===== src/verilog/ovr_pkg.sv =====
/*
  Constants, field layouts and types for the over-voltage fault retry block.
  Assumes a command decoder outside that turns management bus transfers into
  single-cycle command strobes on the core clock.
*/
package ovr_pkg;

    // Command codes of the management registers
    localparam logic [7:0] CMD_OV_RESPONSE = 8'h41; // Fault action setting, byte
    localparam logic [7:0] CMD_OV_WARN = 8'h42; // Warning threshold, word
    localparam logic [7:0] CMD_UNIT = 8'hd2; // Delay time unit setting
    localparam logic [7:0] CMD_OV_STATUS = 8'he0; // Read-only status byte

    // Reset values
    localparam logic [7:0] RST_RESPONSE = 8'h80; // Shut down, no retry, 1 unit
    localparam logic [15:0] RST_WARN = 16'hffff; // Warning never trips
    localparam logic [15:0] RST_UNIT = 16'h0000; // One base unit

    // Field positions of the fault action setting
    localparam int ACT_LSB = 6; // Action bits 7:6
    localparam int RETRY_LSB = 3; // Retry bits 5:3
    localparam int DELAY_LSB = 0; // Delay code bits 2:0

    // Action codes
    localparam logic [1:0] ACT_IGNORE = 2'h0;
    localparam logic [1:0] ACT_RUN_THEN_RETRY = 2'h1;
    localparam logic [1:0] ACT_SHUTDOWN_RETRY = 2'h2;
    localparam logic [1:0] ACT_OFF_WHILE_FAULT = 2'h3;

    // Retry codes with special meaning
    localparam logic [2:0] RETRY_NONE = 3'h0;
    localparam logic [2:0] RETRY_ENDLESS = 3'h7;

    // Status byte bit positions
    localparam int STAT_WARN_BIT = 0;
    localparam int STAT_LATCH_BIT = 1;
    localparam int STAT_OFF_BIT = 2;

    // Timing: one base unit of delay, scaled by the unit register value + 1
    localparam int CLK_PERIOD_PS = 25000; // 40 MHz core clock
    localparam int UNIT_BASE_NS = 1000; // Base time unit in ns
    localparam int UNIT_BASE_CYCLES = (UNIT_BASE_NS * 1000 + CLK_PERIOD_PS - 1) / CLK_PERIOD_PS;

    // Decoded fault action setting
    typedef struct packed {
        logic [1:0] action; // Response action
        logic [2:0] retries; // Retry setting
        logic [2:0] delay; // Delay code, 2^code units
    } ovr_resp_type;

    // Sequencer states
    typedef enum logic [2:0] {
        ST_RUN = 3'b000, // Normal operation
        ST_GRACE = 3'b001, // Running on through the delay after detection
        ST_WAIT = 3'b010, // Output off, timing toward next attempt
        ST_TRY = 3'b011, // Restart attempt in progress
        ST_LATCH = 3'b100, // Off until fault cleared
        ST_HOLD = 3'b101 // Off while fault persists
    } ovr_state_type;

endpackage


===== src/verilog/ovr_fault_retry.sv =====
/*
  Over-voltage fault response sequencer with its management registers:
  fault action setting, warning threshold, delay unit and a status byte.
  Assumes a command port decoded from the management bus on core_clk, a
  fault comparator pin from the analog side, and a measured output word
  from an ADC that already runs on core_clk.
*/
`timescale 1ns/1ps
`default_nettype none

// Notes on behaviour
// - Retry codes 1..6 give exactly that many restarts
// - All restarts failed: output off until cleared
// - Code 111 retries endlessly until off or other fault
// - Attempts spaced start to start by delay
// - Delay code selects 1 to 128 units
// - Unit length taken from register 0xD2
// - Warning threshold word at 0x42, read/write
// - Action bits pick ignore, run-on, shutdown, hold-off
// - Retry code 000: no restart, stay off
module ovr_fault_retry
    import ovr_pkg::*;
(
    input wire logic core_clk, // Core clock, 40 MHz
    input wire logic srst, // Synchronous reset, active high
    input wire logic cmd_valid, // Command strobe, one cycle
    input wire logic cmd_write, // 1 write, 0 read
    input wire logic [7:0] cmd_code, // Command code
    input wire logic [15:0] cmd_wdata, // Write data, bytes in low bits
    output logic cmd_ack_q, // Answer strobe, one cycle
    output logic [15:0] cmd_rdata_q, // Read data, valid with ack
    input wire logic ov_fault_pin, // Over-voltage comparator, async
    input wire logic ctrl_pin, // Remote on/off pin, async, high = on
    input wire logic op_on, // Operation command on, core domain
    input wire logic clear_faults, // Clear latched fault, one cycle
    input wire logic other_fault, // Another fault latches off during retry wait or attempt
    input wire logic [15:0] vout_meas, // Measured output, core domain
    output logic output_en_q, // Power stage enable
    output logic ov_latched_q, // Latched-off fault indication
    output logic ov_warn_q // Over-voltage warning level
);

    // Synchronisers for the two pin inputs
    logic [1:0] fault_sync_q;
    logic [1:0] ctrl_sync_q;

    // Register file
    ovr_resp_type resp_q, resp_d; // Fault action setting
    logic [15:0] warn_q, warn_d; // Warning threshold
    logic [15:0] unit_q, unit_d; // Delay unit setting
    logic ack_d;
    logic [15:0] rdata_d;

    // Sequencer
    ovr_state_type state_q, state_d;
    logic [31:0] timer_q, timer_d; // Cycles since attempt or detection
    logic [2:0] left_q, left_d; // Restarts still allowed
    logic en_d, latched_d, warn_flag_d;

    // Derived signals
    logic fault; // Synchronised fault level
    logic on_cmd; // Output commanded on
    logic [31:0] unit_cycles; // One delay unit in cycles
    logic [31:0] delay_cycles; // Full delay in cycles
    logic delay_done;

    assign fault = fault_sync_q[1];
    assign on_cmd = ctrl_sync_q[1] & op_on;
    // Unit scales the base by value + 1 so a zero setting is never zero time
    assign unit_cycles = (32'(unit_q) + 32'h1) * 32'(UNIT_BASE_CYCLES);
    assign delay_cycles = unit_cycles << resp_q.delay;
    assign delay_done = (timer_q + 32'h1) >= delay_cycles;

    // Pin synchronisers: first stage feeds only the second
    always_ff @(posedge core_clk) begin
        if (srst) begin
            fault_sync_q <= 2'h0;
            ctrl_sync_q <= 2'h0;
        end else begin
            fault_sync_q <= {fault_sync_q[0], ov_fault_pin};
            ctrl_sync_q <= {ctrl_sync_q[0], ctrl_pin};
        end
    end

    // Register writes and read answers
    always_comb begin
        resp_d = resp_q;
        warn_d = warn_q;
        unit_d = unit_q;
        ack_d = cmd_valid;
        rdata_d = 16'h0000;
        if (cmd_valid && cmd_write) begin
            unique case (cmd_code)
                CMD_OV_RESPONSE: resp_d = ovr_resp_type'(cmd_wdata[7:0]);
                CMD_OV_WARN: warn_d = cmd_wdata;
                CMD_UNIT: unit_d = cmd_wdata;
                default: ; // Status and unmapped codes ignore writes
            endcase
        end else if (cmd_valid) begin
            unique case (cmd_code)
                CMD_OV_RESPONSE: rdata_d = {8'h00, resp_q};
                CMD_OV_WARN: rdata_d = warn_q;
                CMD_UNIT: rdata_d = unit_q;
                CMD_OV_STATUS: begin
                    rdata_d[STAT_WARN_BIT] = ov_warn_q;
                    rdata_d[STAT_LATCH_BIT] = ov_latched_q;
                    rdata_d[STAT_OFF_BIT] = ~output_en_q;
                end
                default: rdata_d = 16'h0000; // Unmapped reads zero
            endcase
        end
    end

    always_ff @(posedge core_clk) begin
        if (srst) begin
            resp_q <= ovr_resp_type'(RST_RESPONSE);
            warn_q <= RST_WARN;
            unit_q <= RST_UNIT;
            cmd_ack_q <= 1'b0;
            cmd_rdata_q <= 16'h0000;
        end else begin
            resp_q <= resp_d;
            warn_q <= warn_d;
            unit_q <= unit_d;
            cmd_ack_q <= ack_d;
            cmd_rdata_q <= rdata_d;
        end
    end

    // Fault sequencer next state
    always_comb begin
        state_d = state_q;
        timer_d = timer_q + 32'h1;
        left_d = left_q;
        unique case (state_q)
            ST_RUN: begin
                timer_d = 32'h0;
                left_d = resp_q.retries;
                if (fault && on_cmd) begin
                    unique case (resp_q.action)
                        ACT_IGNORE: state_d = ST_RUN;
                        ACT_RUN_THEN_RETRY: state_d = ST_GRACE;
                        ACT_SHUTDOWN_RETRY: state_d = (resp_q.retries == RETRY_NONE) ? ST_LATCH : ST_WAIT;
                        ACT_OFF_WHILE_FAULT: state_d = ST_HOLD;
                    endcase
                end
            end
            ST_GRACE: begin
                // Keep running through the delay, then judge the fault again
                if (!fault) begin
                    state_d = ST_RUN;
                end else if (delay_done) begin
                    timer_d = 32'h0;
                    state_d = (resp_q.retries == RETRY_NONE) ? ST_LATCH : ST_WAIT;
                end
            end
            ST_WAIT: begin
                if (delay_done) begin
                    // Start of the next attempt restarts the spacing timer
                    timer_d = 32'h0;
                    state_d = ST_TRY;
                    if (resp_q.retries != RETRY_ENDLESS) begin
                        left_d = left_q - 3'h1;
                    end
                end
            end
            ST_TRY: begin
                if (fault) begin
                    // Failed attempt: stay off; timer keeps running so spacing is start to start
                    if (left_q == 3'h0 && resp_q.retries != RETRY_ENDLESS) begin
                        state_d = ST_LATCH;
                    end else begin
                        state_d = ST_WAIT;
                    end
                end else if (delay_done) begin
                    state_d = ST_RUN; // Attempt held a full delay: recovered
                end
            end
            ST_LATCH: begin
                timer_d = 32'h0;
                if (clear_faults) begin
                    state_d = ST_RUN;
                end
            end
            ST_HOLD: begin
                timer_d = 32'h0;
                if (!fault) begin
                    state_d = ST_RUN;
                end
            end
            default: state_d = ST_RUN; // Unused codes recover
        endcase
        // Commanding off clears any fault sequence
        if (!on_cmd) begin
            state_d = ST_RUN;
            timer_d = 32'h0;
        end else if (other_fault && (state_q == ST_WAIT || state_q == ST_TRY)) begin
            state_d = ST_LATCH;
        end
    end

    // Outputs follow the next state so they stand in flip-flops
    always_comb begin
        en_d = on_cmd && (state_d == ST_RUN || state_d == ST_GRACE || state_d == ST_TRY);
        latched_d = (state_d == ST_LATCH);
        // Warning only flags; it never touches the enable
        warn_flag_d = (vout_meas > warn_q);
    end

    always_ff @(posedge core_clk) begin
        if (srst) begin
            state_q <= ST_RUN;
            timer_q <= 32'h0;
            left_q <= 3'h0;
            output_en_q <= 1'b0;
            ov_latched_q <= 1'b0;
            ov_warn_q <= 1'b0;
        end else begin
            state_q <= state_d;
            timer_q <= timer_d;
            left_q <= left_d;
            output_en_q <= en_d;
            ov_latched_q <= latched_d;
            ov_warn_q <= warn_flag_d;
        end
    end

endmodule

`default_nettype wire


===== config.mk =====
export PLATFORM = sky130hd
export DESIGN_NAME = ovr_fault_retry
export DESIGN_NICKNAME = d
export VERILOG_FILES = /design/src/verilog/ovr_pkg.sv /design/src/verilog/ovr_fault_retry.sv
export SDC_FILE = /design/constraint.sdc
export NUM_CORES = 1
export LEC_CHECK = 0
export BUFFER_PORTS_ARGS = -buffer_cell sky130_fd_sc_hd__buf_2
export CORE_MARGIN = 3
export CORE_UTILIZATION = 66
export DETAILED_ROUTE_END_ITERATION = 10
export GPL_TIMING_DRIVEN = 0
export PLACE_DENSITY = 0.95
export REMOVE_ABC_BUFFERS = 1
export SLEW_MARGIN = 20
export SYNTH_ARGS = -nofsm -noshare
export SYNTH_HDL_FRONTEND = slang
export SYNTH_SLANG_ARGS = --single-unit

===== constraint.sdc =====
create_clock -name core_clk -period 11.5 [get_ports core_clk]
set_input_delay 0.575 -clock core_clk [delete_from_list [all_inputs] [get_ports core_clk]]
set_output_delay 0.575 -clock core_clk [all_outputs]
set_load 0.1 [all_outputs]

==> flow_metrics.py <==
metrics = {
    "worst_setup_path": {
        "cp.arrival_ns": 7.31,
        "crit_family": "compound AO/OA/AOI/OAI gates",
        "cp_max_fo": 13,
        "critPathMostFrequentCell": "ha_1",
        "cp_slowest_stage_delay_ns": 0.59,
        "crit_path_end_kind": "flip-flop",
        "start_kind": "flip-flop",
        "critPathKind": "flip-flop to flip-flop",
        "cp.buffers_inverters": 2,
        "crit_required_ns": 11.76,
        "r2r_cells": 27,
        "cp.depth": 27,
        "crit_slowest_cell": "o31ai_4",
    },
    "clock_network": {
        "hold_buffers": 0,
        "clockRootBuffer": "clkbuf_16",
        "postCtsSetupRepairBufs": 0,
        "cts_max_level": 3,
        "cts_buffers": 9,
        "cts_tree": "done",
        "clkTransAtPathRegs_ns": 0.08,
        "clk_path_buf_depth": 2,
        "clk_latency_ns": 0.37,
        "clock_sinks": 102,
        "cts_resized": 0,
    },
    "final_layout": {
        "fin_nets": 1074,
        "multi_input_area_um2": 5320,
        "seqCellArea_um2": 2040,
        "diodes": 0,
        "drive_gt1_share_pct": 15.3,
        "nFillCells": 761,
        "syn_to_final_growth_pct": 9.02,
    },
    "logic_synthesis": {
        "synthArstFlopShare_pct": 0,
        "synth_cell_type_count": 83,
        "synthesis.area_um2": 7730,
        "yosysMostFrequentCell": "nand2_1",
        "synth_seq_cells": 102,
        "synthCells": 910,
        "synth_largest_type_area_fraction_pct": 26.4,
        "synth-warning-count": 0,
        "avgSynthCellArea_um2": 8.49,
        "synth_commonest_cells": "nand2_1 (122), dfxtp_1 (102), ha_1 (74)",
        "synth_largest_area_cell": "dfxtp_1",
        "ys_seq_area_share_pct": 26.4,
        "synth-edff-count": 0,
        "yosys-top-cells-area": "dfxtp_1 (26%), ha_1 (12%), nand2_1 (5.9%), mux2i_1 (5.4%), nor3b_2 (4.4%)",
        "synth_flop_cell": "dfxtp_1",
    },
    "timing": {
        "fin_tns_setup_ns": 0,
        "hold_violations": 0,
        "fin_skew_ns": 0.00950,
        "setup_viol": 0,
        "period_needed_ns": 7.05,
        "worst_pin_slew_ns": 1.08,
        "rsz0062_at_grt": "false",
        "min_period_over_period_pct": 61.3,
        "relSlewSlack_pct": 28.0,
        "maxSlewViolCount": 0,
        "fmax_ghz": 0.142,
        "whs_ns": 0.416,
    },
    "placement": {
        "hpwlAfterDp_um": 14000,
        "portBuffers": 68,
        "place.gp.congestion": 0.972,
    },
    "global_routing": {
        "grt_start_max_net_pins": 52,
        "grt_pass1_vias": 6894,
        "grt-ovfl-total": 0,
        "grt_use_met2_pct": 52.0,
        "antenna_found_initial": 0,
        "grt_pass1_wl_um": 31800,
        "grt_use_total_pct": 29.7,
        "met1_usage_pct": 33.7,
        "gr-max-usage-layer": "met2",
        "grtUsageMet3_pct": 7.19,
    },
    "routing": {
        "drt-wirelength-per-cell_um": 17.5,
        "drt_pass1_iterations": 5,
        "drt_iter0_markers": 524,
        "num_vias": 7009,
        "wl_um": 19100,
        "drc": 0,
        "ant_nets": 0,
        "avgViaCountPerCell": 6.40,
    },
    "power_and_ir_drop": {
        "irDropWorstVdd_v": 0.000144,
        "p_sw_mw": 0.170,
        "power_frac_seq_pct": 48.4,
        "cell_internal_pwr_mw": 0.563,
        "power.leakage_nw": 3.84,
        "swShare_pct": 23.2,
        "pwr-share-clk_pct": 48.0,
        "power.density_nw_per_um2": 87.0,
        "combPwrFrac_pct": 3.6,
    },
    "floorplan": {
        "die_x_um": 114,
        "dieArea_um2": 13000,
        "io_pins": 69,
        "num_rows": 38,
        "die_height_um": 114,
        "initial_core_util_pct": 69.5,
        "core_um2": 11100,
    },
    "min_path": {
        "min_path_type": "primary input to flip-flop",
        "worstHoldPathCells": 2,
    },
    "run_status": {
        "outcome": "finished clean",
    },
    "run": {
        "drv_cap": 0,
    },
}
metal layers:
layer / vias up / part of all wire (%)
met3: 79 / 6.5
met4: 0 / 3.6
li1: 3355 / -
met1: 3293 / 40
met5: - / 0
met2: 282 / 50
area by class of cell:
cell class / count / share of cell area (%)
inverter: 36 / 1.60
clock inverter: 7 / 1.50
timing repair buffer: 72 / 4.77
multi-input combinational: 729 / 63.1
clock buffer: 9 / 2.67
tap: 140 / 2.08
sequential: 102 / 24.2
sequential cells by signal, indices dropped and copies added, names as in the netlist:
register,cells
cmd_ack_q,1
cmd_rdata_q,16
ctrl_sync_q,2
fault_sync_q,2
left_q,3
output_en_q,1
ov_latched_q,1
ov_warn_q,1
resp_q,8
state_q,3
timer_q,32
unit_q,16
warn_q,16
logic make-up after synthesis:
family	share of synthesized area, %
XOR/XNOR	6.80
adder cells (fa/ha/maj)	12.2
multiplexers	6.60
flip-flops	26.4
AND/OR/NAND/NOR	27.3
AO/OA/AOI/OAI	15.8
buffers and inverters	4.81
power by group through the flow:
stage	Clock, mW	Sequential (mW)	Combinational (mW)
after detailed placement	0	0.363	0.0260
after floorplan	0	0.364	0.00852
after global placement	0	0.363	0.0247
final	0.352	0.355	0.0266
after CTS	0.353	0.354	0.0263
after global routing	0.371	0.355	0.0289
final timing paths:
| path | startpoint | to | slack [ns] |
|---|---|---|---|
| worst max-delay path | unit_q[0] | timer_q[14] | 4.45 |
| worst min-delay path | ctrl_pin | ctrl_sync_q[0] | 0.42 |
| worst max register to register | unit_q[0] | timer_q[14] | 4.45 |
| worst min register to register | ctrl_sync_q[0] | ctrl_sync_q[1] | 0.45 |
cell usage in the layout, fill, tap and decap left out, types with 4 or more instances in the layout:
| cell | netlist | routed |
|---|---|---|
| nor3b_2 | 27 | 27 |
| and4_1 | 5 | 5 |
| clkbuf_16 | 0 | 9 |
| a21o_1 | 10 | 10 |
| a21oi_1 | 53 | 53 |
| nor4_1 | 6 | 6 |
| nor3_1 | 13 | 13 |
| o211ai_1 | 4 | 4 |
| and3_1 | 11 | 11 |
| nor2b_1 | 16 | 16 |
| dfxtp_1 | 102 | 102 |
| ha_1 | 74 | 74 |
| nor3_2 | 4 | 4 |
| xnor2_1 | 38 | 38 |
| nor2_1 | 58 | 58 |
| xor2_1 | 22 | 22 |
| o21a_1 | 4 | 4 |
| nand2b_1 | 6 | 6 |
| nand4_1 | 20 | 20 |
| buf_2 | 0 | 68 |
| or3_1 | 4 | 4 |
| nand3b_1 | 20 | 20 |
| inv_1 | 34 | 34 |
| o21ai_0 | 25 | 25 |
| o21ai_1 | 9 | 9 |
| a211oi_1 | 9 | 9 |
| mux2i_1 | 42 | 42 |
| a22oi_1 | 18 | 18 |
| and2_1 | 7 | 7 |
| nand3_1 | 29 | 29 |
| a31oi_1 | 8 | 8 |
| nand2_1 | 122 | 122 |
per-stage QoR:
stage	instance area, um^2	worst slack (ns)	utilization [%]	total power [mW]	instances
after detailed placement	8080	4.53	72.6	0.389	1079
after CTS	8430	4.49	75.7	0.734	1095
final	8430	4.45	75.7	0.733	1095
after floorplan	7490	5.45	-	0.373	867
after global placement	8010	4.27	72.0	0.387	1075
after global routing	8430	4.02	75.7	0.754	1095
No activity file was read; power rests on OpenSTA's default activity.
